## config.mk

```make
export PLATFORM = sky130hd
export DESIGN_NAME = motor_pwm_fault_trigger
export DESIGN_NICKNAME = d
export VERILOG_FILES = /design/src/inc/motor_pwm_pkg.sv /design/src/logic/motor_pwm_fault_trigger.sv
export SDC_FILE = /design/constraint.sdc
export NUM_CORES = 1
export LEC_CHECK = 0
export ABC_AREA = 1
export ABC_CLOCK_PERIOD_IN_PS = 2200
export BUFFER_PORTS_ARGS = -buffer_cell sky130_fd_sc_hd__buf_4
export CORE_UTILIZATION = 50
export CTS_CLUSTER_DIAMETER = 120
export DETAILED_ROUTE_END_ITERATION = 8
export PLACE_DENSITY = 0.68
export REMOVE_ABC_BUFFERS = 1
export SLEW_MARGIN = 10
export SYNTH_ARGS = -nofsm -noshare
export SYNTH_HDL_FRONTEND = slang
export SYNTH_SLANG_ARGS = --single-unit
```

## constraint.sdc

```tcl
create_clock -name CLK -period 2.2 [get_ports CLK]
set_input_delay 0.11 -clock CLK [delete_from_list [all_inputs] [get_ports CLK]]
set_output_delay 0.11 -clock CLK [all_outputs]
set_load 0.02 [all_outputs]
```

## src/inc/motor_pwm_pkg.sv

```systemverilog
// constants shared by the motor pwm fault and trigger block
package motor_pwm_pkg;
   // register indices; byte address is four times the index
   localparam logic [9:0] IDX_TIME_BASE_CONTROL = 10'h1c0;
   localparam logic [9:0] IDX_TIME_BASE_COUNTER = 10'h1c2;
   localparam logic [9:0] IDX_TIME_BASE_PERIOD = 10'h1c4;
   localparam logic [9:0] IDX_TRIGGER_COMPARE = 10'h1c6;
   localparam logic [9:0] IDX_OUTPUT_CONTROL_ONE = 10'h1c8;
   localparam logic [9:0] IDX_OUTPUT_CONTROL_TWO = 10'h1ca;
   localparam logic [9:0] IDX_DEAD_TIME_CONTROL = 10'h1cc;
   localparam logic [9:0] IDX_FAULT_CONTROL = 10'h1d0;
   localparam logic [9:0] IDX_MANUAL_OVERRIDE_CONTROL = 10'h1d4;
   localparam logic [9:0] IDX_DUTY_CYCLE_ONE = 10'h1d6;
   localparam logic [9:0] IDX_DUTY_CYCLE_TWO = 10'h1d8;
   localparam logic [9:0] IDX_DUTY_CYCLE_THREE = 10'h1da;
   localparam logic [9:0] IDX_EVENT_STATUS = 10'h1dc;
   localparam logic [9:0] IDX_EVENT_MASK = 10'h1de;

   // reset values
   localparam logic [15:0] RST_TIME_BASE_CONTROL = 16'h0000;
   localparam logic [15:0] RST_OUTPUT_CONTROL_ONE = 16'h0077;
   localparam logic [15:0] RST_OUTPUT_CONTROL_TWO = 16'h0000;
   localparam logic [15:0] RST_FAULT_CONTROL = 16'h0000;
   localparam logic [15:0] RST_MANUAL_OVERRIDE_CONTROL = 16'h3f00;
   localparam logic [15:0] RST_ZERO16 = 16'h0000;

   // field positions
   localparam int TIME_BASE_ON_BIT = 15;
   localparam int IDLE_STOP_BIT = 13;
   localparam int TB_MODE_LSB = 0;
   localparam int TRIGGER_DIRECTION_BIT = 15;
   localparam int UPDATE_LOCK_BIT = 0;
   localparam int TRIGGER_POSTSCALE_LSB = 8;
   localparam int FAULT_MODE_SELECT_BIT = 7;
   localparam int FAULT_PAIR_ENABLE_LSB = 0;
   localparam int FAULT_STATE_BITS_LSB = 8;
   localparam int OVERRIDE_ENABLE_LSB = 8;
   localparam int OVERRIDE_VALUE_LSB = 0;
   localparam int PEN_HIGH_LSB = 4;
   localparam int PEN_LOW_LSB = 0;

   // event status bits
   localparam int EV_FAULT = 0;
   localparam int EV_TRIGGER = 1;
   localparam int EV_PERIOD = 2;

   // time base modes
   localparam logic [1:0] MODE_FREE = 2'h0;
   localparam logic [1:0] MODE_UPDOWN = 2'h1;
   localparam logic [1:0] MODE_SINGLE = 2'h2;
   localparam logic [1:0] MODE_DOUBLE = 2'h3;

   // synchroniser idles at the released (high) level
   localparam logic SYNC_RESET_LEVEL = 1'b1;
endpackage

```

## src/logic/motor_pwm_fault_trigger.sv

```systemverilog
// motor pwm time base, fault protection, update lock and a/d trigger
////////////////////////////////////////////////////////////////////////////////
// How it works
// - each output pin has a fault state bit; clear means inactive, set active
// - fault active and inactive levels follow the pin's configured polarity
// - latched mode: low fault input forces outputs until input high and flag cleared
// - latched release happens at the next period or half-period boundary
// - cycle-by-cycle mode forces only while low; release at next boundary
// - fault control bit 7 selects latched or cycle-by-cycle handling
// - while update lock is set no duty or period buffer reaches active use
// - trigger raised when time base counter equals the trigger compare value
// - in up/down modes compare bit 15 picks upward or downward count
// - four-bit postscaler gives ratios one-in-one to one-in-sixteen
// - postscaler count cleared by trigger compare write and by reset
// - a low fault input during sleep raises a waking interrupt
// - idle stop bit set halts the time base while the processor idles
// - fault input forces no pin when no pair enable bit is set; the fault flag still sets
// - boundary is zero, and in centre modes also the period match
// - high polarity drives all high pins, low polarity all low pins
module motor_pwm_fault_trigger
   import motor_pwm_pkg::*;
#(
   parameter int PAIRS = 3
) (
   input wire logic CLK,
   input wire logic RSTN,
   input wire logic [11:0] AVS_ADDRESS,
   input wire logic AVS_READ,
   input wire logic AVS_WRITE,
   input wire logic [31:0] AVS_WRITEDATA,
   input wire logic [3:0] AVS_BYTEENABLE,
   output logic [31:0] AVS_READDATA,
   output logic AVS_WAITREQUEST,
   input wire logic FAULT_INPUT_N,
   input wire logic HIGH_SIDE_POLARITY,
   input wire logic LOW_SIDE_POLARITY,
   input wire logic SLEEP,
   input wire logic IDLE,
   output logic [2*PAIRS-1:0] PWM_OUT,
   output logic [2*PAIRS-1:0] PWM_OE,
   output logic ADC_TRIGGER,
   output logic IRQ,
   output logic WAKE
);
   ////////////////////////////////////////////////////////////////////////////////
   typedef struct packed {
      logic [15:0] tbcon;
      logic [14:0] cnt;
      logic dir;
      logic [14:0] per_buf;
      logic [14:0] per_act;
      logic [15:0] cmp;
      logic [15:0] con1;
      logic [15:0] con2;
      logic [15:0] dtcon;
      logic [15:0] fltcon;
      logic [15:0] ovd;
      logic [PAIRS-1:0][15:0] duty_buf;
      logic [PAIRS-1:0][15:0] duty_act;
      logic sync1;
      logic sync2;
      logic sync3;
      logic fault_act;
      logic [3:0] post_cnt;
      logic [2:0] status;
      logic [2:0] mask;
      logic trig;
      logic [2*PAIRS-1:0] pin_lvl;
      logic [31:0] rdata;
      logic rvalid;
   } state_t;

   state_t s;
   state_t n;
   logic run;
   logic [1:0] mode;
   logic centre;
   logic at_zero;
   logic at_per;
   logic boundary;
   logic lock;
   logic fault_low;
   logic fault_fell;
   logic en_any;
   logic cycle_mode;
   logic match;
   logic wr;
   logic [9:0] idx;
   logic [2:0] clr;
   logic [15:0] rd_mux;
   logic [2*PAIRS-1:0] act;
   logic [15:0] wd;
   logic [2:0] ev;

   function automatic logic [15:0] merge(input logic [15:0] old, input logic [15:0] d,
                                        input logic [1:0] be);
      merge = {be[1] ? d[15:8] : old[15:8], be[0] ? d[7:0] : old[7:0]};
   endfunction

   ////////////////////////////////////////////////////////////////////////////////
   always_comb begin
      n = s;
      ev = 3'h0;
      idx = AVS_ADDRESS[11:2];
      wd = AVS_WRITEDATA[15:0];
      wr = AVS_WRITE;
      mode = s.tbcon[TB_MODE_LSB+:2];
      centre = mode[0];
      lock = s.con2[UPDATE_LOCK_BIT];
      run = s.tbcon[TIME_BASE_ON_BIT] && !(IDLE && s.tbcon[IDLE_STOP_BIT]);
      at_zero = (s.cnt == 15'h0000);
      at_per = (s.cnt == s.per_act);
      boundary = at_zero || (centre && at_per);

      // time base
      if (run) begin
         if (at_zero) begin
            ev[EV_PERIOD] = 1'b1;
         end
         case (mode)
            MODE_FREE: begin
               n.cnt = (s.cnt >= s.per_act) ? 15'h0000 : s.cnt + 15'h0001;
            end
            MODE_SINGLE: begin
               if (s.cnt >= s.per_act) begin
                  n.cnt = 15'h0000;
                  n.tbcon[TIME_BASE_ON_BIT] = 1'b0;
               end else begin
                  n.cnt = s.cnt + 15'h0001;
               end
            end
            default: begin
               if (!s.dir) begin
                  if (s.cnt >= s.per_act) begin
                     n.dir = 1'b1;
                     n.cnt = at_zero ? 15'h0000 : s.cnt - 15'h0001;
                  end else begin
                     n.cnt = s.cnt + 15'h0001;
                  end
               end else if (at_zero) begin
                  n.dir = 1'b0;
                  n.cnt = (s.per_act == 15'h0000) ? 15'h0000 : 15'h0001;
               end else begin
                  n.cnt = s.cnt - 15'h0001;
               end
            end
         endcase
      end

      // buffered values move only while unlocked
      if (!lock && (!run || at_zero)) begin
         n.per_act = s.per_buf;
      end
      if (!lock && (!run || at_zero || (mode == MODE_DOUBLE && at_per))) begin
         n.duty_act = s.duty_buf;
      end

      // fault input; only the second stage and later are looked at
      n.sync1 = FAULT_INPUT_N;
      n.sync2 = s.sync1;
      n.sync3 = s.sync2;
      fault_low = !s.sync2;
      fault_fell = s.sync3 && !s.sync2;
      en_any = |s.fltcon[FAULT_PAIR_ENABLE_LSB+:PAIRS];
      cycle_mode = s.fltcon[FAULT_MODE_SELECT_BIT];
      if (!en_any) begin
         n.fault_act = 1'b0;
      end else if (fault_low) begin
         n.fault_act = 1'b1;
      end else if (s.fault_act && boundary && (cycle_mode || !s.status[EV_FAULT])) begin
         n.fault_act = 1'b0;
      end

      // trigger compare and postscaler
      match = run && (s.cnt == s.cmp[14:0]) &&
              (!centre || (s.dir == s.cmp[TRIGGER_DIRECTION_BIT]));
      n.trig = 1'b0;
      // a counter parked on the compare value must not stretch the pulse
      if (match && !s.trig) begin
         if (s.post_cnt == s.con2[TRIGGER_POSTSCALE_LSB+:4]) begin
            n.trig = 1'b1;
            n.post_cnt = 4'h0;
            ev[EV_TRIGGER] = 1'b1;
         end else begin
            n.post_cnt = s.post_cnt + 4'h1;
         end
      end

      // output pins
      for (int k = 0; k < PAIRS; k++) begin
         act[2*k+1] = ({1'b0, s.cnt} < {1'b0, s.duty_act[k][15:1]});
         act[2*k] = !act[2*k+1];
      end
      for (int i = 0; i < 2*PAIRS; i++) begin
         if (!s.ovd[OVERRIDE_ENABLE_LSB+i]) begin
            act[i] = s.ovd[OVERRIDE_VALUE_LSB+i];
         end
         if (s.fault_act && s.fltcon[FAULT_PAIR_ENABLE_LSB+i/2]) begin
            act[i] = s.fltcon[FAULT_STATE_BITS_LSB+i];
         end
         if (i % 2 == 1) begin
            n.pin_lvl[i] = HIGH_SIDE_POLARITY ? act[i] : !act[i];
         end else begin
            n.pin_lvl[i] = LOW_SIDE_POLARITY ? act[i] : !act[i];
         end
      end

      // bus writes other than status clears land after hardware updates so software wins
      clr = 3'h0;
      if (wr) begin
         case (idx)
            IDX_TIME_BASE_CONTROL: n.tbcon = merge(s.tbcon, wd, AVS_BYTEENABLE[1:0]);
            IDX_TIME_BASE_COUNTER: begin
               n.cnt = 15'(merge({s.dir, s.cnt}, wd, AVS_BYTEENABLE[1:0]));
            end
            IDX_TIME_BASE_PERIOD: begin
               n.per_buf = 15'(merge({1'b0, s.per_buf}, wd, AVS_BYTEENABLE[1:0]));
            end
            IDX_TRIGGER_COMPARE: begin
               n.cmp = merge(s.cmp, wd, AVS_BYTEENABLE[1:0]);
               n.post_cnt = 4'h0;
            end
            IDX_OUTPUT_CONTROL_ONE: n.con1 = merge(s.con1, wd, AVS_BYTEENABLE[1:0]);
            IDX_OUTPUT_CONTROL_TWO: n.con2 = merge(s.con2, wd, AVS_BYTEENABLE[1:0]);
            IDX_DEAD_TIME_CONTROL: n.dtcon = merge(s.dtcon, wd, AVS_BYTEENABLE[1:0]);
            IDX_FAULT_CONTROL: n.fltcon = merge(s.fltcon, wd, AVS_BYTEENABLE[1:0]);
            IDX_MANUAL_OVERRIDE_CONTROL: n.ovd = merge(s.ovd, wd, AVS_BYTEENABLE[1:0]);
            IDX_DUTY_CYCLE_ONE: n.duty_buf[0] = merge(s.duty_buf[0], wd, AVS_BYTEENABLE[1:0]);
            IDX_DUTY_CYCLE_TWO: n.duty_buf[1] = merge(s.duty_buf[1], wd, AVS_BYTEENABLE[1:0]);
            IDX_DUTY_CYCLE_THREE: n.duty_buf[2] = merge(s.duty_buf[2], wd, AVS_BYTEENABLE[1:0]);
            IDX_EVENT_STATUS: clr = AVS_BYTEENABLE[0] ? wd[2:0] : 3'h0;
            IDX_EVENT_MASK: n.mask = AVS_BYTEENABLE[0] ? wd[2:0] : s.mask;
            default: clr = 3'h0;
         endcase
      end
      // an event in the clearing cycle beats the clear, even on a set bit
      if (fault_fell) begin
         ev[EV_FAULT] = 1'b1;
      end
      n.status = (s.status & ~clr) | ev;

      // reads take one wait cycle, data registered
      case (idx)
         IDX_TIME_BASE_CONTROL: rd_mux = s.tbcon;
         IDX_TIME_BASE_COUNTER: rd_mux = {s.dir, s.cnt};
         IDX_TIME_BASE_PERIOD: rd_mux = {1'b0, s.per_buf};
         IDX_TRIGGER_COMPARE: rd_mux = s.cmp;
         IDX_OUTPUT_CONTROL_ONE: rd_mux = s.con1;
         IDX_OUTPUT_CONTROL_TWO: rd_mux = s.con2;
         IDX_DEAD_TIME_CONTROL: rd_mux = s.dtcon;
         IDX_FAULT_CONTROL: rd_mux = s.fltcon;
         IDX_MANUAL_OVERRIDE_CONTROL: rd_mux = s.ovd;
         IDX_DUTY_CYCLE_ONE: rd_mux = s.duty_buf[0];
         IDX_DUTY_CYCLE_TWO: rd_mux = s.duty_buf[1];
         IDX_DUTY_CYCLE_THREE: rd_mux = s.duty_buf[2];
         IDX_EVENT_STATUS: rd_mux = {13'h0000, s.status};
         IDX_EVENT_MASK: rd_mux = {13'h0000, s.mask};
         default: rd_mux = 16'h0000;
      endcase
      n.rvalid = AVS_READ && !s.rvalid;
      if (AVS_READ && !s.rvalid) begin
         n.rdata = {16'h0000, rd_mux};
      end
   end

   ////////////////////////////////////////////////////////////////////////////////
   always_ff @(posedge CLK or negedge RSTN) begin
      if (!RSTN) begin
         s <= '0;
         s.tbcon <= RST_TIME_BASE_CONTROL;
         s.con1 <= RST_OUTPUT_CONTROL_ONE;
         s.con2 <= RST_OUTPUT_CONTROL_TWO;
         s.fltcon <= RST_FAULT_CONTROL;
         s.ovd <= RST_MANUAL_OVERRIDE_CONTROL;
         s.sync1 <= SYNC_RESET_LEVEL;
         s.sync2 <= SYNC_RESET_LEVEL;
         s.sync3 <= SYNC_RESET_LEVEL;
         s.post_cnt <= 4'h0;
      end else begin
         s <= n;
      end
   end

   ////////////////////////////////////////////////////////////////////////////////
   // writes never wait; a read waits one cycle for registered data
   assign AVS_WAITREQUEST = AVS_READ && !s.rvalid;
   assign AVS_READDATA = s.rdata;
   assign ADC_TRIGGER = s.trig;
   assign IRQ = |(s.status & s.mask);
   assign WAKE = SLEEP && s.status[EV_FAULT];
   assign PWM_OUT = s.pin_lvl;
   for (genvar k = 0; k < PAIRS; k++) begin : g_oe
      assign PWM_OE[2*k+1] = s.con1[PEN_HIGH_LSB+k];
      assign PWM_OE[2*k] = s.con1[PEN_LOW_LSB+k];
   end
endmodule

```

==> impl_metrics.ini, run 1 <==
[sta]
rsz0062_at_grt = yes
hold_viol_final = 0
fin_ws_ns = -0.0387
worstMarginPinSlew_ns = 0.766
max_freq_mhz = 447
setup_violations = 6
period_needed_ns = 2.24
maxSlewViolCount = 0
relSlewSlack_pct = 48.9
clock_skew_ns = 0.0187
holdWs_ns = 0.0164
fin_crit_sh_pct = 102
setup_tns_ns = -0.0498

[synthesis]
synth_top_flop_cell = dfrtp_1
synth.avg_cell_area_sq_um = 7.81
synth_xor_area_share_pct = 1.53
postSynthCellCount = 2056
synth_warnings = 0
synth.area.mux_share_pct = 0.0702
synth_compound_area_share_pct = 14.1
yosys.area_share.simple_pct = 24.4
yosysSeqAreaShare_pct = 45.2
synthAdderAreaFrac_pct = 4.76
synth_seq_cells = 289
synth_top_family_by_area = simple AND/OR/NAND/NOR gates
synth_edf_count = 0
synth_area_sq_um = 16000
synthArstFlopShare_pct = 100
yosysUniqueCellTypes = 46

[clock_tree]
cts_made_buffers = 31
numClockSinks = 289
path_clk_slew_ns = 0.06
worstSkewPairLatency_ns = 0.59
cts_buffer_depth = 3
cts_tree = done
cts_root_buffer = clkbuf_16
htree_num_levels = 1

[setup_path]
cp_slowest_cell = dfrtp_1
critPathMaxFanout = 9
rr_endpoint = s[55]
worstReg2RegStart = s[259]
max_stage_delay_ns = 0.38
rrSetupSlack_ns = -0.04
cp-start-kind = register
critPathRequiredTime_ns = 2.66
path_cells = inv_1 > ha_1 > nand2_2 > nor2_4 > buf_6 > nand4_1 > nor2_1 > nand3_2 > nand2_8 > mux2_1
timing.setup.critical_path_class = register to register
worst_setup_path_end_kind = register
worst_ep_arrival_time_ns = 2.70
reg2reg_depth = 10

[hold_path]
whs_endpoint = s[307]
min_path_cells = 5
min_path_type = input port to register
min_from = IDLE

[floorplan]
pin_count = 105
num_rows = 65
coreArea_sq_um = 31600
start_util_pct = 50.9
fp.dieH_microns = 181
die-area_sq_um = 32800
die_x_microns = 181

[finish]
drive_gt1_share_pct = 17.3
layout.nets = 2302
antenna_cells = 0
area_growth_pct = 18.0

[detailed_routing]
postRouteAntennaNets = 0
routedWlPerCell_microns = 21.7
vias_per_cell = 5.70
drt_iter0_drc = 1727
vias = 14900
drt-pass1-iter-count = 5
drc = 0
wl_microns = 56600

[outcome]
violations = setup timing
outcome = finished, violations left

[placement]
place.gp.congestion = 1.01
port_buffers = 68
dpl.hpwl_microns = 41300

[pwr]
power_density_nw_per_um2 = 897
power.leakage_nw = 9.15
vdd_drop_max_mv = 0.565

[grt]
grt_pass1_wl_microns = 84100
grt.total_usage_pct = 34.2
antenna_found_initial = 0
grt_start_max_net_pins = 73
grt_overflow_total = 0
grt_pass1_vias = 13700

[job]
drv_cap = 0
cell usage in the layout (no fill, tap or decap), drive strengths merged, types with 5 or more instances in the layout:
cell type      n
nand2        636
o21ai        291
dfrtp        274
inv          229
buf          175
nor2         123
nand3         78
a21oi         67
ha            61
clkbuf        52
nand4         32
o22ai         28
nor3          25
xor2          22
dlygate4sd3   19
conb          16
dfstp         15
o211ai        12
xnor2          6
a22o           6
nand3b         5
a211oi         5
how the worst max path moves through the flow:
stage | slack (ns) | depth (start not counted) | from | to
5_1_grt | -0.09 | 10 | s[259] | s[55]
6_report | -0.04 | 10 | s[259] | s[55]
3_5_place_dp | -0.23 | 16 | s[259] | s[279]
3_3_place_gp | -0.23 | 15 | s[291] | s[279]
4_1_cts | -0.003 | 11 | s[256] | s[72]
2_1_floorplan | -0.13 | 8 | s[283] | s[55]
flip-flops by register name, indices dropped and copies added, names as in the netlist:
name and flops:
PWM_OUT 6, PWM_OE 6, mode 1, cycle_mode 1
n 2, centre 1, ADC_TRIGGER 1, AVS_READDATA 16
lock 1, s 254
cells in the mapped netlist, types with 30 or more instances:
cell       n  share of area, %
nand2_1  623                15
dfrtp_1  274                43
o21ai_0  221               6.9
inv_1    207               4.8
nor2_1   101               2.4
nand3_1   74               2.3
a21oi_1   67               2.1
ha_1      61               4.8
o21ai_1   56               1.7
buf_4     55               2.6
nand4_1   32               1.2
buf_2     30              0.94
stage by stage:
step	util (%)	power, mW	std cells	setup slack [ns]	area [sq um]
finish	60.0	17.0	2608	-0.0387	18900
detailed placement	54.5	10.7	2520	-0.231	17200
global route	60.0	17.7	2608	-0.0922	18900
global placement	54.5	10.6	2520	-0.234	17200
floorplan	-	8.49	1952	-0.132	15400
CTS	58.6	16.3	2595	-0.00267	18500
report_power, final:
| part | internal [mW] | leakage [nW] | total [mW] | switching, mW |
|---|---|---|---|---|
| sequential | 5.63 | 3.82 | 5.83 | 0.204 |
| combinational | 2.12 | 4.81 | 5.62 | 3.50 |
| clock | 3.29 | 0.521 | 5.54 | 2.25 |
| total | 11.0 | 9.15 | 17.0 | 5.95 |
what timing repair did:
item	CTS	global route
resized for setup	10	101
pin swaps	3	21
gates cloned	0	6
endpoints found under the setup margin	21	71
setup buffers	1	7
hold endpoints to repair	251	0
hold buffers	19	0
layer usage:
metal	global-route usage [%]	share of wire, %	vias up
met2	51.1	43	767
met5	0	0	-
met1	49.4	43	7086
li1	-	-	6874
met3	6.11	10	132
met4	13.3	4.0	0
kinds of logic (layout without fill, tap and decap cells):
group | count (synthesis) | in the layout
other | 1 | 16
multiplexers | 1 | 1
adder cells (fa/ha/maj) | 61 | 61
flip-flops | 289 | 289
XOR/XNOR | 28 | 28
buffers and inverters | 349 | 484
AO/OA/AOI/OAI | 417 | 417
AND/OR/NAND/NOR | 910 | 910
layout make-up:
cell class	instances	area, sq um
Fill cell	2851	12600
Multi-Input combinational cell	1433	7530
Sequential cell	289	7250
Timing Repair Buffer	199	1740
Clock buffer	47	906
Inverter	230	867
Tap cell	402	503
Clock inverter	8	155
worst max-delay path, delay by kind of cell (launching register included):
family | cells | cell delay (ns)
buf+inv | 2 | 0.18
fa+ha+maj | 1 | 0.28
flops | 1 | 0.38
simple gates | 6 | 0.95
mux | 1 | 0.33
(Power assumes the default switching activity.)
==> run 2, diff against run 1 <==
- BUFFER_PORTS_ARGS: -buffer_cell sky130_fd_sc_hd__buf_4 -> default
- DONT_BUFFER_PORTS: default -> 1
- PLACE_DENSITY: 0.68 -> default
==> impl_metrics.ini, run 2 (synthesized netlist as in run 1, its figures left out) <==
[clock_tree]
htree_num_levels = 2
worstSkewPairLatency_ns = 0.52
cts_tree = done
cts_made_buffers = 34
cts_root_buffer = clkbuf_16
ctsHoldBuffers = 21
cts_buffer_depth = 3
path_clk_slew_ns = 0.06
numClockSinks = 289

[detailed_routing]
postRouteAntennaNets = 0
drc = 0
routedWlPerCell_microns = 22.8
wl_microns = 57800
vias_per_cell = 5.69
drt_iter0_drc = 1492
vias = 14400
drt-pass1-iter-count = 8

[sta]
fin_crit_sh_pct = 102
relSlewSlack_pct = 46.6
holdWs_ns = -0.705
maxSlewViolCount = 0
clock_skew_ns = 0.00957
period_needed_ns = 2.24
fin_ws_ns = -0.0448
max_freq_mhz = 445
hold_viol_final = 289
setup_violations = 18
worstMarginPinSlew_ns = 0.800
rsz0062_at_grt = yes

[pwr]
power.leakage_nw = 8.75
power_density_nw_per_um2 = 925
vdd_drop_max_mv = 0.551

[setup_path]
startpoint = s[289]
worst_ep_arrival_time_ns = 2.65
cp-start-kind = register
critPathRequiredTime_ns = 2.60
worst_setup_path_end_kind = register
worstReg2RegStart = s[289]
critPathMaxFanout = 6
timing.setup.critical_path_class = register to register

[floorplan]
start_util_pct = 50.9
coreArea_sq_um = 31600
fp.dieH_microns = 181
die-area_sq_um = 32800
num_rows = 65
die_x_microns = 181
pin_count = 105

[grt]
grt_start_max_net_pins = 290
antenna_found_initial = 1
grt_pass1_wl_microns = 84800
grt_pass1_vias = 13300
grt.total_usage_pct = 35.2
grt_overflow_total = 0

[finish]
drive_gt1_share_pct = 13.5
final_cell_mix = nand2_1 (616), dfrtp_1 (274), o21ai_0 (215)
layout.nets = 2229
fillCellCount = 2928
final_util_pct = 58.4
fin_cells = 2540
final_cell_area_sq_um = 18400
area_growth_pct = 14.8
final_common_cell = nand2_1
largest_register = s
largest_register_ff_count = 254

[placement]
dp.cells = 2440
dpl.hpwl_microns = 41200
port_buffers = 0
dpl_cell_area_sq_um = 16600
place.gp.congestion = 0.974

[outcome]
violations = hold timing, setup timing
outcome = finished, violations left

[hold_path]
min_path_type = input port to asynchronous set/reset pin

[job]
drv_cap = 0
[run 2: changes by cell type in the layout (fill, tap and decap cells not counted), sizes merged]
| cell | previous run | this run |
|---|---|---|
| clkbuf | 52 | 59 |
| nand2 | 636 | 637 |
| buf | 175 | 96 |
| bufinv | 4 | 2 |
| inv | 229 | 231 |
| diode | 0 | 1 |
| dlygate4sd3 | 19 | 21 |
[run 2: worst max-delay path, stage by stage (launching register included)]
cell,delay [ns]
dfrtp_1,0.39
ha_1,0.31
inv_1,0.08
nor2_4,0.13
buf_6,0.12
nand4_1,0.21
nor2_2,0.23
nand3_4,0.16
nand2_8,0.18
mux2_4,0.31
[run 2: final timing paths]
| kind | end | slack (ns) | cells after the start |
|---|---|---|---|
| max in group asynchronous | s[280] | 2.40 | 0 |
| worst max register to register | s[55] | -0.04 | 9 |
| min in group CLK | s[305] | 0.03 | 2 |
| worst max-delay path | s[55] | -0.04 | 9 |
| worst min register to register | n[51] | 0.36 | 0 |
| worst min-delay path | s[78] | -0.71 | 0 |
[run 2: through the flow]
stage               worst slack, ns  power [mW]  setup TNS (ns)
detailed placement         -0.00613        10.5        -0.00754
CTS                         0.00637        16.3               0
global route                 -0.116        17.9           -3.79
floorplan                    -0.132        8.49          -0.132
global placement             0.0124        10.4               0
finish                      -0.0448        17.0          -0.198
[run 2: report_power, final]
part / internal (mW) / leakage, nW / switching [mW]
sequential: 5.63 / 3.82 / 0.242
combinational: 2.12 / 4.38 / 3.25
clock: 3.46 / 0.556 / 2.33
total: 11.2 / 8.75 / 5.82
[run 2: what timing repair did]
item,in CTS,in global routing
buffers inserted,0,10
gates resized for setup,2,63
cloned,0,6
setup endpoints to repair,6,67
pin swaps,0,15
hold endpoints to repair,337,289
[run 2: cell type report]
cell class | instances | area, sq um | share of cell area [%]
Multi-Input combinational cell | 1434 | 7520 | 40.8
Sequential cell | 289 | 7250 | 39.4
Timing Repair Buffer | 122 | 1140 | 6.17
Clock buffer | 54 | 1030 | 5.58
Inverter | 230 | 863 | 4.69
Tap cell | 402 | 503 | 2.73
Clock inverter | 8 | 111 | 0.605
Antenna cell | 1 | 2.50 | 0.0136
[run 2: per-layer routing]
| layer | track usage [%] | wire length, microns | up-vias |
|---|---|---|---|
| li1 | - | - | 6739 |
| met5 | 0 | 0 | - |
| met2 | 51.2 | 24600 | 676 |
| met1 | 52.1 | 25800 | 6944 |
| met3 | 7.48 | 5650 | 87 |
| met4 | 10.6 | 1730 | 0 |
==> run 3, diff against run 2 <==
- ABC_CLOCK_PERIOD_IN_PS: 2200 -> 2800
- clock period: 2.2 -> 2.8 ns (I/O delays scaled with it)
==> impl_metrics.ini, run 3 (synthesized netlist as in run 1, its figures left out) <==
[detailed_routing]
vias = 14100
postRouteAntennaNets = 0
wl_microns = 54900
drc = 0
routedWlPerCell_microns = 22.2
vias_per_cell = 5.71
drt_iter0_drc = 1520
drt-pass1-iter-count = 6

[placement]
place.gp.congestion = 0.960
dpl.hpwl_microns = 39500
dpl_cell_area_sq_um = 16200
dp.cells = 2388
port_buffers = 0

[clock_tree]
numClockSinks = 289
ctsHoldBuffers = 19
cts_setup_buffers = 0
cts_buffer_depth = 3
worstSkewPairLatency_ns = 0.53
cts_root_buffer = clkbuf_16
path_clk_slew_ns = 0.06
cts_made_buffers = 34
cts_tree = done
htree_num_levels = 2

[setup_path]
cp-start-kind = register
critPathMaxFanout = 8
critPathRequiredTime_ns = 3.26
timing.setup.critical_path_class = register to register
reg2reg_depth = 11
worst_ep_arrival_time_ns = 3.08
worst_setup_path_end_kind = register

[sta]
maxSlewViolCount = 0
hold_viol_final = 289
fin_crit_sh_pct = 93.5
period_needed_ns = 2.62
setup_violations = 0
worstMarginPinSlew_ns = 0.827
rsz0062_at_grt = no
relSlewSlack_pct = 44.8
max_freq_mhz = 382
setup_tns_ns = 0
clock_skew_ns = 0.0150
holdWs_ns = -0.694

[finish]
fillCellCount = 3017
largest_register_ff_count = 254
final_cell_area_sq_um = 17600
drive_gt1_share_pct = 9.00
layout.nets = 2159
final_common_cell = nand2_1
area_growth_pct = 9.40
largest_register = s
final_cell_mix = nand2_1 (623), dfrtp_1 (274), o21ai_0 (221)
fin_cells = 2471

[grt]
antenna_found_initial = 3
grt_pass1_vias = 13200
grt_pass1_wl_microns = 82500
grt_start_max_net_pins = 290
grt_overflow_total = 0
grt.total_usage_pct = 34.3

[floorplan]
pin_count = 105
die-area_sq_um = 32800
num_rows = 65
die_x_microns = 181
start_util_pct = 50.9
fp.dieH_microns = 181
coreArea_sq_um = 31600

[pwr]
seqPwrFrac_pct = 36.5
power.leakage_nw = 8.39
p_sw_share_pct = 33.8
p_int_mw = 8.39
p_sw_mw = 4.27
power_density_nw_per_um2 = 721
fin_total_pwr_mw = 12.7
power_frac_clock_pct = 37.5
combPwrFrac_pct = 26.0
vdd_drop_max_mv = 0.425

[job]
drv_cap = 0

[hold_path]
min_path_type = input port to asynchronous set/reset pin

[outcome]
violations = hold timing
outcome = finished, violations left
run 3: per-layer routing:
layer  GRT usage, %  vias to the layer above  wire [microns]
li1               -                     6600               -
met1           50.2                     6752           24500
met2           48.3                      672           22600
met3           8.73                       97            5750
met4           13.4                        0            2050
met5              0                        -               0
run 3: layout make-up:
type	instances	area (sq um)	share of cell area, %
repair buffers	53	470	2.68
diodes	3	7.51	0.0428
multi-input cells	1433	7260	41.3
well taps	402	503	2.86
clock buffers	48	1030	5.89
flip-flops and latches	289	7250	41.3
inverters	230	863	4.92
clock inverters	13	170	0.969
run 3: what timing repair did:
| action | in CTS | in global routing |
|---|---|---|
| endpoints found under the hold margin | 327 | 289 |
| gates resized for setup | 0 | 0 |
| endpoints found under the setup margin | 0 | 0 |
run 3: metrics by stage:
stage / setup WS, ns / hold slack [ns] / util [%]
2_1_floorplan: 0.468 / -0.156 / -
3_3_place_gp: 0.504 / -0.145 / 51.2
3_5_place_dp: 0.467 / -0.145 / 51.2
4_1_cts: 0.261 / -0.697 / 55.6
5_1_grt: 0.0234 / -0.708 / 55.6
6_report: 0.181 / -0.694 / 55.6
run 3: power groups by stage:
| stage | clock network (mW) | logic, mW | registers [mW] |
|---|---|---|---|
| global placement | 0 | 3.15 | 4.69 |
| floorplan | 0 | 1.93 | 4.74 |
| global route | 4.97 | 3.68 | 4.66 |
| detailed placement | 0 | 3.20 | 4.70 |
| CTS | 4.78 | 3.24 | 4.63 |
| finish | 4.75 | 3.29 | 4.63 |
run 3: worst paths after layout:
kind | start | endpoint | slack, ns
max | s[277] | s[307] | 0.18
min | RSTN | s[272] | -0.69
max reg2reg | s[277] | s[307] | 0.18
min reg2reg | n[52] | n[51] | 0.35
max in group asynchronous | RSTN | PWM_OE[1] | 3.01
min in group CLK | AVS_BYTEENABLE[1] | s[305] | 0.02
run 3: critical path: stages (launching register included):
cell           delay (ns)
dfrtp_1              0.43
inv_2                0.22
ha_1                 0.28
nand2_1              0.07
nor2_1               0.04
nand4_1              0.24
nand3_1              0.13
nor2_1               0.14
buf_4                0.19
nor2_1               0.05
o31ai_1              0.18
dlygate4sd3_1        0.58
